## src/verilog/pci_expansion_bus_bridge_regs.svh

```systemverilog
/*
   Register offsets, field positions and reset values of the bridge.
   Assumes a 4-bit byte address.
*/
`ifndef PCI_EXPANSION_BUS_BRIDGE_REGS_SVH
`define PCI_EXPANSION_BUS_BRIDGE_REGS_SVH

// ====
// Register offsets
`define REG_WINDOW_BASE 4'h0
`define REG_COMMAND 4'h4
`define REG_CONFIG 4'h8
`define REG_STATUS 4'hc

// ====
// Field positions
`define WIN_MSB 31
`define WIN_LSB 20
`define LADDR_MSB 19
`define LADDR_LSB 2
`define CMD_MEM_EN_BIT 0
`define CMD_PERR_BIT 1
`define CFG_AHOLD_MSB 1
`define CFG_AHOLD_LSB 0
`define CFG_DHOLD_MSB 4
`define CFG_DHOLD_LSB 2
`define CFG_GAP_MSB 7
`define CFG_GAP_LSB 5
`define CFG_CKEN_BIT 8

// ====
// Reset values
`define WIN_BASE_RST 12'h000
`define AHOLD_RST 2'h0
`define DHOLD_RST 3'h0
`define GAP_RST 3'h0
`define CKEN_RST 1'h1

`endif

```

## src/verilog/pci_expansion_bus_bridge_pkg.sv

```systemverilog
/*
   Types shared by the bridge.
   Assumes nothing of its surroundings.
*/
`default_nettype none

package pci_expansion_bus_bridge_pkg;

   // ====
   // Local bus sequencer states
   typedef enum logic [3:0] {
      L_IDLE, L_REQ, L_PREADDR, L_ADDR, L_POSTADDR,
      L_PREDATA, L_DATA, L_POSTDATA, L_GAP
   } lstate_type;

   // ====
   // Target answer to one PCI data phase
   typedef enum logic [2:0] {
      RESP_NO_CLAIM, RESP_ACK, RESP_ACK_DISC, RESP_RETRY, RESP_DISC
   } resp_type;

endpackage

`default_nettype wire

```

## src/verilog/pci_expansion_bus_bridge.sv

```systemverilog
/*
   PCI target to local expansion bus bridge.
   Assumes clk_sys is the PCI clock and one-cycle PCI phase strobes.
*/
`timescale 1ns/10ps
`default_nettype none
`include "pci_expansion_bus_bridge_regs.svh"

// Overview of operation
// - Forward accesses whose address bits 31:20 equal the window base.
// - Window disabled after reset; such accesses are not claimed.
// - Every local transfer is one dword, never a burst.
// - Write bursts of 1-4 dwords go to a 4-entry buffer; longer disconnect.
// - Burst reads disconnect after the first data phase.
// - Local address 17:0 is PCI address 19:2.
// - All 32 data bits and the four byte enables pass unchanged.
// - Local clock pin toggles every cycle in both modes; fast select halves the local period rate.
// - Local clock pin is released when clock output is disabled.
// - Peripheral interrupt passes through to the PCI interrupt B output.
// - Address stays valid address_hold_extra plus one local periods.
// - Data stays valid data_hold_extra plus one local periods.
// - Fixed pre/post address and pre/post data cycles outside the durations.
// - Wait bus_reacquire_gap plus one local periods before requesting again.
// - Timing counts run on local periods even with clock output disabled.
// - PCI writes complete at once; the local write follows on its own.
// - Reads are retried and start a local read until data has arrived.
// - Ready data returned on matching retry address, else a new local read.
// - Request the bus, wait for grant, drive, then drop the request.
module pci_expansion_bus_bridge #(
   parameter int FIFO_DEPTH = 4,
   parameter int BURST_MAX = 4
) (
   input wire logic clk_sys,
   input wire logic rst,
   // Register port
   input wire logic [3:0] reg_addr,
   input wire logic [31:0] reg_wdata,
   input wire logic reg_write,
   input wire logic reg_read,
   output logic [31:0] reg_rdata,
   // PCI target data phases
   input wire logic pci_phase_valid,
   input wire logic pci_phase_first,
   input wire logic pci_phase_write,
   input wire logic [31:0] pci_addr,
   input wire logic [3:0] pci_cbe_n,
   input wire logic [31:0] pci_wdata,
   output logic pci_resp_valid,
   output pci_expansion_bus_bridge_pkg::resp_type pci_resp_code,
   output logic [31:0] pci_resp_rdata,
   output logic pci_intb_n,
   // Local expansion bus
   input wire logic fast_pci_select,
   input wire logic peripheral_irq_n,
   input wire logic local_grant_n,
   input wire logic [31:0] local_addr_data_in,
   output logic [31:0] local_addr_data_out,
   output logic local_addr_data_oe,
   output logic [3:0] local_byte_enables_n,
   output logic local_ctrl_oe,
   output logic local_addr_strobe_n,
   output logic local_read_n,
   output logic local_write_n,
   output logic local_request_n,
   output logic local_bus_clock,
   output logic local_bus_clock_oe
);

   localparam int PW = $clog2(FIFO_DEPTH);
   localparam int EW = 54;
   localparam logic [PW:0] FIFO_FULL = (PW+1)'(FIFO_DEPTH);
   localparam logic [2:0] LAST_PHASE = 3'(BURST_MAX - 1);

   typedef struct packed {
      logic [1:0] fast_sync;
      logic [1:0] grant_sync;
      logic [1:0] irq_sync;
      logic [31:0] din_meta;
      logic [31:0] din_sync;
      logic [11:0] win_base;
      logic mem_en;
      logic perr_en;
      logic [1:0] ahold;
      logic [2:0] dhold;
      logic [2:0] gap;
      logic cken;
      logic [31:0] rdata;
      pci_expansion_bus_bridge_pkg::lstate_type lst;
      logic [2:0] cnt;
      logic phase;
      logic clk_out;
      logic op_write;
      logic [FIFO_DEPTH-1:0][EW-1:0] fifo;
      logic [PW-1:0] wp;
      logic [PW-1:0] rp;
      logic [PW:0] fcount;
      logic [2:0] wr_phase;
      logic [31:0] rd_addr;
      logic [3:0] rd_be;
      logic rd_pending;
      logic rd_inflight;
      logic rd_ready;
      logic [31:0] rd_data;
      logic resp_valid;
      pci_expansion_bus_bridge_pkg::resp_type resp_code;
      logic [31:0] resp_rdata;
      logic intb_n;
      logic [31:0] ad_out;
      logic ad_oe;
      logic [3:0] be_n;
      logic ctrl_oe;
      logic as_n;
      logic rd_n;
      logic wr_n;
      logic req_n;
   } state_type;

   state_type st_r;
   state_type st_nxt;

   // ====
   // Next state of the whole block
   always_comb begin
      logic tick;
      logic hit;
      logic [2:0] idx;
      logic [EW-1:0] ent;
      tick = 1'b0;
      hit = 1'b0;
      idx = 3'h0;
      ent = '0;
      st_nxt = st_r;

      // Pin synchronisers
      st_nxt.fast_sync = {st_r.fast_sync[0], fast_pci_select};
      st_nxt.grant_sync = {st_r.grant_sync[0], local_grant_n};
      st_nxt.irq_sync = {st_r.irq_sync[0], peripheral_irq_n};
      st_nxt.din_meta = local_addr_data_in;
      st_nxt.din_sync = st_r.din_meta;
      st_nxt.intb_n = st_r.irq_sync[1];

      // Local period enable: every cycle, or every other in fast mode
      st_nxt.phase = ~st_r.phase;
      tick = ~st_r.fast_sync[1] | st_r.phase;
      st_nxt.clk_out = st_r.fast_sync[1] ? st_r.phase : ~st_r.clk_out;

      // Register port
      st_nxt.rdata = 32'h0000_0000;
      if (reg_write) begin
         unique case (reg_addr)
            `REG_WINDOW_BASE: st_nxt.win_base = reg_wdata[`WIN_MSB:`WIN_LSB];
            `REG_COMMAND: begin
               st_nxt.mem_en = reg_wdata[`CMD_MEM_EN_BIT];
               st_nxt.perr_en = reg_wdata[`CMD_PERR_BIT];
            end
            `REG_CONFIG: begin
               st_nxt.ahold = reg_wdata[`CFG_AHOLD_MSB:`CFG_AHOLD_LSB];
               st_nxt.dhold = reg_wdata[`CFG_DHOLD_MSB:`CFG_DHOLD_LSB];
               st_nxt.gap = reg_wdata[`CFG_GAP_MSB:`CFG_GAP_LSB];
               st_nxt.cken = reg_wdata[`CFG_CKEN_BIT];
            end
            default: ;
         endcase
      end
      if (reg_read) begin
         unique case (reg_addr)
            `REG_WINDOW_BASE: st_nxt.rdata[`WIN_MSB:`WIN_LSB] = st_r.win_base;
            `REG_COMMAND: begin
               st_nxt.rdata[`CMD_MEM_EN_BIT] = st_r.mem_en;
               st_nxt.rdata[`CMD_PERR_BIT] = st_r.perr_en;
            end
            `REG_CONFIG: begin
               st_nxt.rdata[`CFG_AHOLD_MSB:`CFG_AHOLD_LSB] = st_r.ahold;
               st_nxt.rdata[`CFG_DHOLD_MSB:`CFG_DHOLD_LSB] = st_r.dhold;
               st_nxt.rdata[`CFG_GAP_MSB:`CFG_GAP_LSB] = st_r.gap;
               st_nxt.rdata[`CFG_CKEN_BIT] = st_r.cken;
            end
            `REG_STATUS: begin
               st_nxt.rdata[3:0] = 4'(st_r.fcount);
               st_nxt.rdata[7:4] = st_r.lst;
               st_nxt.rdata[8] = st_r.rd_pending;
               st_nxt.rdata[9] = st_r.rd_ready;
               st_nxt.rdata[10] = st_r.fast_sync[1];
               st_nxt.rdata[11] = ~st_r.grant_sync[1];
            end
            default: ;
         endcase
      end

      // PCI target side: one answer per data phase
      st_nxt.resp_valid = 1'b0;
      if (pci_phase_valid) begin
         hit = st_r.mem_en && (pci_addr[`WIN_MSB:`WIN_LSB] == st_r.win_base);
         st_nxt.resp_valid = 1'b1;
         st_nxt.resp_code = pci_expansion_bus_bridge_pkg::RESP_NO_CLAIM;
         st_nxt.resp_rdata = 32'h0000_0000;
         if (hit && pci_phase_write) begin
            idx = pci_phase_first ? 3'h0 : st_r.wr_phase;
            if (idx > LAST_PHASE) begin
               st_nxt.resp_code = pci_expansion_bus_bridge_pkg::RESP_DISC;
            end else if (st_r.fcount == FIFO_FULL) begin
               st_nxt.resp_code = pci_phase_first ?
                  pci_expansion_bus_bridge_pkg::RESP_RETRY :
                  pci_expansion_bus_bridge_pkg::RESP_DISC;
            end else begin
               // Posted: completes now, local write follows later
               st_nxt.fifo[st_r.wp] = {pci_addr[`LADDR_MSB:`LADDR_LSB], pci_cbe_n,
                                       pci_wdata};
               st_nxt.wp = PW'(st_r.wp + 1'b1);
               st_nxt.fcount = (PW+1)'(st_r.fcount + 1'b1);
               st_nxt.wr_phase = 3'(idx + 3'h1);
               st_nxt.resp_code = (idx == LAST_PHASE) ?
                  pci_expansion_bus_bridge_pkg::RESP_ACK_DISC :
                  pci_expansion_bus_bridge_pkg::RESP_ACK;
            end
         end else if (hit) begin
            if (!pci_phase_first) begin
               st_nxt.resp_code = pci_expansion_bus_bridge_pkg::RESP_DISC;
            end else if (st_r.rd_ready && pci_addr == st_r.rd_addr) begin
               st_nxt.resp_code = pci_expansion_bus_bridge_pkg::RESP_ACK_DISC;
               st_nxt.resp_rdata = st_r.rd_data;
               st_nxt.rd_ready = 1'b0;
               st_nxt.rd_pending = 1'b0;
            end else begin
               st_nxt.resp_code = pci_expansion_bus_bridge_pkg::RESP_RETRY;
               if (!st_r.rd_inflight && !(st_r.rd_pending && pci_addr == st_r.rd_addr)) begin
                  // New or mismatching address starts a fresh local read
                  st_nxt.rd_addr = pci_addr;
                  st_nxt.rd_be = pci_cbe_n;
                  st_nxt.rd_pending = 1'b1;
                  st_nxt.rd_ready = 1'b0;
               end
            end
         end
      end

      // Local bus sequencer, one dword per tenure
      unique case (st_r.lst)
         pci_expansion_bus_bridge_pkg::L_IDLE: begin
            if (st_r.fcount != '0) begin
               ent = st_r.fifo[st_r.rp];
               st_nxt.ad_out = {14'h0000, ent[53:36]};
               st_nxt.be_n = ent[35:32];
               st_nxt.rd_data = ent[31:0];
               st_nxt.rp = PW'(st_r.rp + 1'b1);
               st_nxt.fcount = (PW+1)'(st_nxt.fcount - 1'b1);
               st_nxt.op_write = 1'b1;
               st_nxt.req_n = 1'b0;
               st_nxt.lst = pci_expansion_bus_bridge_pkg::L_REQ;
            end else if (st_r.rd_pending && !st_r.rd_ready) begin
               st_nxt.ad_out = {14'h0000, st_r.rd_addr[`LADDR_MSB:`LADDR_LSB]};
               st_nxt.be_n = st_r.rd_be;
               st_nxt.op_write = 1'b0;
               st_nxt.rd_inflight = 1'b1;
               st_nxt.req_n = 1'b0;
               st_nxt.lst = pci_expansion_bus_bridge_pkg::L_REQ;
            end
         end
         pci_expansion_bus_bridge_pkg::L_REQ: begin
            if (!st_r.grant_sync[1]) begin
               st_nxt.ad_oe = 1'b1;
               st_nxt.ctrl_oe = 1'b1;
               st_nxt.lst = pci_expansion_bus_bridge_pkg::L_PREADDR;
            end
         end
         pci_expansion_bus_bridge_pkg::L_PREADDR: begin
            st_nxt.as_n = 1'b0;
            st_nxt.cnt = 3'h0;
            st_nxt.lst = pci_expansion_bus_bridge_pkg::L_ADDR;
         end
         pci_expansion_bus_bridge_pkg::L_ADDR: begin
            if (tick) begin
               if (st_r.cnt == {1'b0, st_r.ahold}) begin
                  st_nxt.lst = pci_expansion_bus_bridge_pkg::L_POSTADDR;
                  st_nxt.as_n = 1'b1;
               end else begin
                  st_nxt.cnt = 3'(st_r.cnt + 3'h1);
               end
            end
         end
         pci_expansion_bus_bridge_pkg::L_POSTADDR: begin
            // One cycle to turn from address to data
            st_nxt.ad_out = st_r.op_write ? st_r.rd_data : 32'h0000_0000;
            st_nxt.ad_oe = st_r.op_write;
            st_nxt.lst = pci_expansion_bus_bridge_pkg::L_PREDATA;
         end
         pci_expansion_bus_bridge_pkg::L_PREDATA: begin
            st_nxt.wr_n = ~st_r.op_write;
            st_nxt.rd_n = st_r.op_write;
            st_nxt.cnt = 3'h0;
            st_nxt.lst = pci_expansion_bus_bridge_pkg::L_DATA;
         end
         pci_expansion_bus_bridge_pkg::L_DATA: begin
            if (tick) begin
               if (st_r.cnt == st_r.dhold) begin
                  if (!st_r.op_write) begin
                     st_nxt.rd_data = st_r.din_sync;
                  end
                  st_nxt.wr_n = 1'b1;
                  st_nxt.rd_n = 1'b1;
                  st_nxt.lst = pci_expansion_bus_bridge_pkg::L_POSTDATA;
               end else begin
                  st_nxt.cnt = 3'(st_r.cnt + 3'h1);
               end
            end
         end
         pci_expansion_bus_bridge_pkg::L_POSTDATA: begin
            if (tick) begin
               st_nxt.ad_oe = 1'b0;
               st_nxt.ctrl_oe = 1'b0;
               st_nxt.req_n = 1'b1;
               st_nxt.cnt = 3'h0;
               if (!st_r.op_write) begin
                  st_nxt.rd_inflight = 1'b0;
                  st_nxt.rd_ready = st_nxt.rd_pending;
               end
               st_nxt.lst = pci_expansion_bus_bridge_pkg::L_GAP;
            end
         end
         pci_expansion_bus_bridge_pkg::L_GAP: begin
            if (tick) begin
               if (st_r.cnt == st_r.gap) begin
                  st_nxt.lst = pci_expansion_bus_bridge_pkg::L_IDLE;
               end else begin
                  st_nxt.cnt = 3'(st_r.cnt + 3'h1);
               end
            end
         end
         default: st_nxt.lst = pci_expansion_bus_bridge_pkg::L_IDLE;
      endcase
   end

   // ====
   // State register
   always_ff @(posedge clk_sys) begin
      if (rst) begin
         st_r <= '0;
         st_r.grant_sync <= 2'h3;
         st_r.irq_sync <= 2'h3;
         st_r.win_base <= `WIN_BASE_RST;
         st_r.mem_en <= 1'b0;
         st_r.ahold <= `AHOLD_RST;
         st_r.dhold <= `DHOLD_RST;
         st_r.gap <= `GAP_RST;
         st_r.cken <= `CKEN_RST;
         st_r.intb_n <= 1'b1;
         st_r.be_n <= 4'hf;
         st_r.as_n <= 1'b1;
         st_r.rd_n <= 1'b1;
         st_r.wr_n <= 1'b1;
         st_r.req_n <= 1'b1;
      end else begin
         st_r <= st_nxt;
      end
   end

   // ====
   // Outputs, each straight from the state register
   assign reg_rdata = st_r.rdata;
   assign pci_resp_valid = st_r.resp_valid;
   assign pci_resp_code = st_r.resp_code;
   assign pci_resp_rdata = st_r.resp_rdata;
   assign pci_intb_n = st_r.intb_n;
   assign local_addr_data_out = st_r.ad_out;
   assign local_addr_data_oe = st_r.ad_oe;
   assign local_byte_enables_n = st_r.be_n;
   assign local_ctrl_oe = st_r.ctrl_oe;
   assign local_addr_strobe_n = st_r.as_n;
   assign local_read_n = st_r.rd_n;
   assign local_write_n = st_r.wr_n;
   assign local_request_n = st_r.req_n;
   assign local_bus_clock = st_r.clk_out;
   assign local_bus_clock_oe = st_r.cken;

endmodule

`default_nettype wire

```

## config.mk

```make
export PLATFORM = sky130hd
export DESIGN_NAME = pci_expansion_bus_bridge
export DESIGN_NICKNAME = d
export VERILOG_FILES = /design/src/verilog/pci_expansion_bus_bridge_pkg.sv /design/src/verilog/pci_expansion_bus_bridge.sv
export VERILOG_INCLUDE_DIRS = /design/src /design/src/verilog
export SDC_FILE = /design/constraint.sdc
export NUM_CORES = 1
export LEC_CHECK = 0
export BUFFER_PORTS_ARGS = -buffer_cell sky130_fd_sc_hd__buf_4
export CORE_ASPECT_RATIO = 1.5
export CORE_MARGIN = 1
export CORE_UTILIZATION = 55
export CTS_CLUSTER_DIAMETER = 40
export DETAILED_ROUTE_END_ITERATION = 8
export GPL_TIMING_DRIVEN = 1
export PLACE_DENSITY = 0.78
export SETUP_SLACK_MARGIN = 0.15
export SLEW_MARGIN = 10
export SYNTH_ARGS = -nofsm -noshare
export SYNTH_HDL_FRONTEND = slang
export SYNTH_SLANG_ARGS = --single-unit
```

## constraint.sdc

```tcl
create_clock -name clk_sys -period 3.2 [get_ports clk_sys]
set_input_delay 0.32 -clock clk_sys [delete_from_list [all_inputs] [get_ports clk_sys]]
set_output_delay 0.32 -clock clk_sys [all_outputs]
set_load 0.01 [all_outputs]
```

# Word level (Yosys, flattened, before mapping)
# Cells that the tools add are included.
# Widths: inputs -> output; s select.
[classes]
order_cmp = 4
bitwise = 13
add_sub_neg = 6
div = 0
n_reduce_logical = 43
mul = 0
n_mux = 86
n_eq_ne = 35
shifts = 0
[op_table]
columns = ["operator", "count"]
rows = [
  ["$mux 32", 10],
  ["$bwmux 216", 1],
  ["$mux 37", 4],
  ["$pmux 32 s2", 2],
  ["$bmux 54 s2", 1],
  ["$demux 54 s2", 1],
  ["$mux 54", 2],
  ["$mux 36", 2],
  ["$mux 43", 1],
  ["$pmux 4 s9", 1],
  ["$mux 35", 1],
  ["$mux 3", 11],
  ["$eq 32x32->1", 1],
  ["$mux 4", 8],
  ["$ne 2x2->1 const B", 16],
  ["$mux 7", 4],
  ["$eq 4x3->1 const B", 5],
  ["$mux 1", 20],
  ["$mux 6", 3],
  ["$pmux 3 s5", 1],
  ["$reduce_and 3->1", 5],
  ["$pmux 7 s2", 1],
  ["$reduce_bool 2->1", 7],
  ["$eq 12x12->1", 1],
  ["34 further kinds", 78],
]
[totals]
input_bits = 146
mem_count = 0
latch_bits = 0
mem_bits_rw = 0
elab_cells = 234
register_bits = 511
mem_bits_ro = 0
out_inout_bits = 113

# Logic depth before layout (Yosys ltp)
[logic_depth]
word_depth = 13
mapped_depth = 12
mapped_depth_nobuf = 10

# Worst setup path before layout
# OpenSTA, ideal clock, no wires.
[synth_path]
path_type = "in2reg"
startpoint = "input port pci_phase_valid"
endpoint = "register st_r[155] (netlist bit)"
n_path_buf = 2
setup_slack_ns = 0.403
t_arrival_ns = 2.737
path_stages = 12
setup_ns = 0.060
cell_sequence = "buf_2 and2_1 nand4_1 or4_1 clkbuf_1 o21ai_0 and2_1 ha_1 nand2_1 or4b_2 a21oi_1 a311o_1"
[synth_via]
elab_chain_cells = 4
[synth_rtl]
columns = ["item", "line", "rtl"]
rows = [
  ["from (decl)", "pci_expansion_bus_bridge.sv:42", "input wire logic pci_phase_valid,"],
  ["$mux 43 (*)", "pci_expansion_bus_bridge.sv:192", "if (pci_phase_valid) begin"],
  ["$sub 3x1->3", "pci_expansion_bus_bridge.sv:246", "st_nxt.fcount = (PW+1)'(st_nxt.fcount - 1'b1);"],
  ["$mux 3", "pci_expansion_bus_bridge.sv:240", "if (st_r.fcount != '0) begin"],
  ["$mux 3 (*)", "pci_expansion_bus_bridge.sv:238", "unique case (st_r.lst)"],
  ["to (signal assigned)", "pci_expansion_bus_bridge.sv:353", "st_r <= st_nxt;"],
  ["to (decl)", "pci_expansion_bus_bridge.sv:118", "state_type st_r;"],
]
# Mark *: on every way between the ends. The rest lies on a longest branch, timed or not.
# A chain may end at the register's enable or synchronous reset.

# Worst setup path after layout
[layout_path]
startpoint = "register st_r[430] (netlist bit)"
endpoint = "register st_r[155] (netlist bit)"
[layout_via]
elab_chain_cells = 8
[layout_rtl]
columns = ["item", "line", "rtl"]
rows = [
  ["$eq 12x12->1 (*)", "pci_expansion_bus_bridge.sv:193", "hit = st_r.mem_en && (pci_addr[`WIN_MSB:`WIN_LSB] == st_r.win_base);"],
  ["$logic_and 1x1->1 (*)", "pci_expansion_bus_bridge.sv:193", ""],
  ["$logic_and 1x1->1 (*)", "pci_expansion_bus_bridge.sv:197", "if (hit && pci_phase_write) begin"],
  ["$mux 6 (*)", "pci_expansion_bus_bridge.sv:197", ""],
  ["$mux 43 (*)", "pci_expansion_bus_bridge.sv:192", ""],
  ["$sub 3x1->3", "pci_expansion_bus_bridge.sv:246", ""],
  ["$mux 3", "pci_expansion_bus_bridge.sv:240", ""],
  ["$mux 3 (*)", "pci_expansion_bus_bridge.sv:238", ""],
]
# Marks and branches as above.

==> results.rst <==
.. list-table::
   :header-rows: 1

   * - Metric
     - Value
   * - Number of enable flip-flop cells after synthesis
     - 0
   * - Maximum net fanout on the critical path
     - 6
   * - Level count of the clock H-tree
     - 2
   * - Largest vdd supply drop
     - 0.460 mV
   * - Synth Cell Area
     - 0.0224 mm^2
   * - Mux share of post-synthesis cell area
     - 0.184
   * - Commonest cells after routing, fill and taps aside
     - sky130_fd_sc_hd__dfxtp_1, sky130_fd_sc_hd__nand2_1, sky130_fd_sc_hd__mux2i_1, sky130_fd_sc_hd__buf_4, sky130_fd_sc_hd__nor2_1
   * - Cell count after synthesis
     - 2345
   * - Via-to-Cell Ratio
     - 5.88
   * - Antenna Cells
     - 0
   * - Worst hold slack after final layout
     - 0.0182 ns
   * - Number of register bits inferred by synthesis
     - 503
   * - Buffer levels on the longest clock path
     - 3
   * - Number of fill cells
     - 3052
   * - Placeable core region
     - 0.0402 mm^2
   * - Pleak
     - 10.7 nW
   * - Overall routed net length
     - 59.6 mm
   * - Period Utilization, post-route
     - 0.926
   * - Std cell rows
     - 90
   * - Maximum clock rate
     - 338 MHz
   * - Synth Area in XOR/XNOR
     - 0.0219
   * - Total Routing Usage GR
     - 0.280
   * - Synth Warn #
     - 0
   * - Most used DFF post-synth
     - sky130_fd_sc_hd__dfxtp_1
   * - Launching element type of the critical path
     - register
   * - Critical path type
     - register to register
   * - GRT Residual Overflow
     - 0
   * - Clock tree skew after final layout
     - 0.0308 ns
   * - Status
     - completed
   * - Portion of the post-synthesis area used by sequential elements
     - 0.450
   * - Final instance area
     - 0.0261 mm^2
   * - Residual antenna-violating net count after detailed routing
     - 0
   * - Rel. slew slack
     - 0.366
   * - Simple-gate area share of the yosys netlist
     - 0.177
   * - Clk sink count
     - 503
   * - Clock insertion delay at the later pin of the skew report
     - 0.59 ns
   * - HP Class
     - input port to register
   * - Antenna violations before repair
     - 0
   * - Effective utilization at floorplan
     - 0.557
   * - Sum of negative setup slack
     - 0 ns
   * - Number of hold violations in the final report
     - 0
   * - Pin count of the biggest net entering global routing
     - 180
   * - Placed wire-length estimate
     - 39.2 mm
   * - Overall die height
     - 249 um
   * - Clock tree from TritonCTS
     - yes
   * - Final layout net count
     - 2613
   * - Total chip power
     - 15.2 mW
   * - Critical Path Sink Type
     - register
   * - Fraction of the mapped netlist area in adder cells
     - 0.00559
   * - Number of setup buffers added after CTS
     - 0
   * - Post-synthesis area per instance
     - 9.54 um^2
   * - Number of placed instances, taps included
     - 2860
   * - Commonest non-fill, non-tap cell in the layout
     - sky130_fd_sc_hd__dfxtp_1
   * - RSZ-0062 raised after global routing
     - false
   * - Number of clock buffers inserted by TritonCTS
     - 48
   * - Die footprint
     - 0.0415 mm^2
   * - Setup-failing EPs final
     - 0
   * - Final cell count without fillers
     - 3003
   * - Number of pins exceeding their max-slew limit in the final report
     - 0
   * - DRC violations left
     - 0
   * - Worst setup slack for register-to-register paths
     - 0.24 ns
   * - Dominant combinational cell family by area after synthesis
     - multiplexers
   * - Iteration-0 DRC count of the detailed router
     - 1285
   * - Synth Area in Compound Gates
     - 0.0843
   * - Worst path arrival time
     - 3.48 ns
   * - Total via count after detailed routing
     - 17700
   * - Number of max-cap violations
     - 0
   * - Actual slew at the worst max-slew pin
     - 0.945 ns
   * - Pwr Density
     - 583 mW/mm^2
   * - Worst-case reg-to-reg path depth
     - 10
   * - Root buffer cell
     - sky130_fd_sc_hd__clkbuf_16
   * - Hold path depth
     - 3
   * - Number of global-route vias before repair
     - 17300
   * - Die Wd
     - 167 um
   * - First-pass GRT wire length
     - 92.6 mm
   * - Share of layout cells above drive strength 1
     - 0.191
   * - Final period demand of the worst path
     - 2.96 ns
   * - Port-buffer cells
     - 239
   * - Number of ports placed on the die boundary
     - 259
   * - Post-synth ARST share
     - 0
   * - First-pass DRT Iterations
     - 8
   * - Clock-pin slew on the worst setup and hold paths
     - 0.06 ns
   * - Data required time of the worst path
     - 3.72 ns
   * - Global placer's final weighted congestion
     - 0.904
   * - Count of cell types in the netlist
     - 67
   * - Area growth, synth to finish
     - 16.8%
   * - Total cell area at the placement stage
     - 0.0239 mm^2
   * - Drt wl/cell
     - 19.8 um
## metrics by stage
stage / utilization / worst slack (ns)
6_report: 0.650 / 0.238
5_1_grt: 0.650 / 0.124
4_1_cts: 0.650 / 0.196
3_5_place_dp: 0.595 / 0.109
3_3_place_gp: 0.595 / 0.165
2_1_floorplan: - / 0.403
## state kept, by name (all words and copies together) (netlist names), 3 cells and up
register,cells
st_nxt,36
reg_rdata,24
local_byte_enables_n,4
pci_resp_code,3
local_addr_data_out,32
st_r,362
pci_resp_rdata,32
## routing by layer
| layer | global-route usage | vias to the layer above | wire, um | share of wire |
|---|---|---|---|---|
| met5 | 0 | - | 0 | 0 |
| met4 | 0.171 | 0 | 3650 | 0.061 |
| met3 | 0.0421 | 183 | 3410 | 0.057 |
| met2 | 0.485 | 650 | 29500 | 0.50 |
| met1 | 0.325 | 8539 | 23000 | 0.39 |
| li1 | - | 8283 | - | - |
## cells by family after synthesis
family / after synthesis
AO/OA/AOI/OAI: 245
XOR/XNOR: 55
adder cells (fa/ha/maj): 10
buffers and inverters: 333
flip-flops: 503
multiplexers: 343
other: 1
AND/OR/NAND/NOR: 855
## Yosys cell counts, drive strengths merged (2+ instances only)
cell,number,area [um^2]
a311oi,33,289
nor2,131,492
mux2i,287,2870
nor4b,2,17.5
a21o,2,15.0
or3,2,12.5
clkbuf,143,537
o32ai,32,355
dfxtp,503,10100
or2,7,43.8
o21ai,38,190
o2111ai,29,254
o311ai,22,193
ha,10,125
nand2b,10,62.6
and2,17,106
or4,21,165
nand4b,3,26.3
a21oi,44,220
a211oi,4,30.0
nand3,32,160
inv,42,158
nor3b,3,22.5
a22oi,18,135
nor2b,100,626
o21a,4,30.0
buf,148,1030
mux2,2,22.5
nand2,442,1660
and4,3,26.3
a311o,2,20.0
nor3,8,40.0
xor2,35,307
mux4,54,1220
a211o,2,17.5
or3b,4,35.0
nand4,46,300
xnor2,20,183
nor4,14,93.8
a31oi,5,31.3
and3,6,37.5
## power by group
part	leakage (nW)	internal [mW]	switching [mW]	total, mW
logic	5.85	1.02	1.49	2.51
clock network	0.783	3.31	2.59	5.90
registers	4.08	6.50	0.337	6.83
## cell type report
type | instances | area, um^2 | share of cell area
Tap cell | 506 | 633 | 0.0242
Inverter | 42 | 165 | 0.00632
Multi-Input combinational cell | 1516 | 10700 | 0.410
Sequential cell | 503 | 10100 | 0.385
Timing Repair Buffer | 346 | 2900 | 0.111
Clock buffer | 59 | 1310 | 0.0502
Clock inverter | 31 | 347 | 0.0133
## path summary, 6_finish.rpt
check,startpoint,end
max,st_r[430],st_r[155]
min,reg_wdata[20],st_r[429]
max reg2reg,st_r[430],st_r[155]
min reg2reg,st_nxt[42],pci_intb_n
## worst max-delay path, cell delays in order, from the launching register on
cell,delay [ns]
sky130_fd_sc_hd__dfxtp_1,0.42
sky130_fd_sc_hd__xnor2_2,0.16
sky130_fd_sc_hd__nand4_2,0.18
sky130_fd_sc_hd__or4_4,0.60
sky130_fd_sc_hd__nor2_1,0.17
sky130_fd_sc_hd__xnor2_1,0.15
sky130_fd_sc_hd__ha_1,0.18
sky130_fd_sc_hd__nand2_1,0.10
sky130_fd_sc_hd__or4b_2,0.62
sky130_fd_sc_hd__a21oi_1,0.19
sky130_fd_sc_hd__a311o_1,0.13
## repair_timing
| item | CTS | global route |
|---|---|---|
| hold buffers | 53 | 0 |
| gates resized for setup | 0 | 3 |
| endpoints found under the setup margin | 0 | 1 |
| endpoints found under the hold margin | 54 | 0 |
Note: power is estimated with default switching activity, not from simulation.
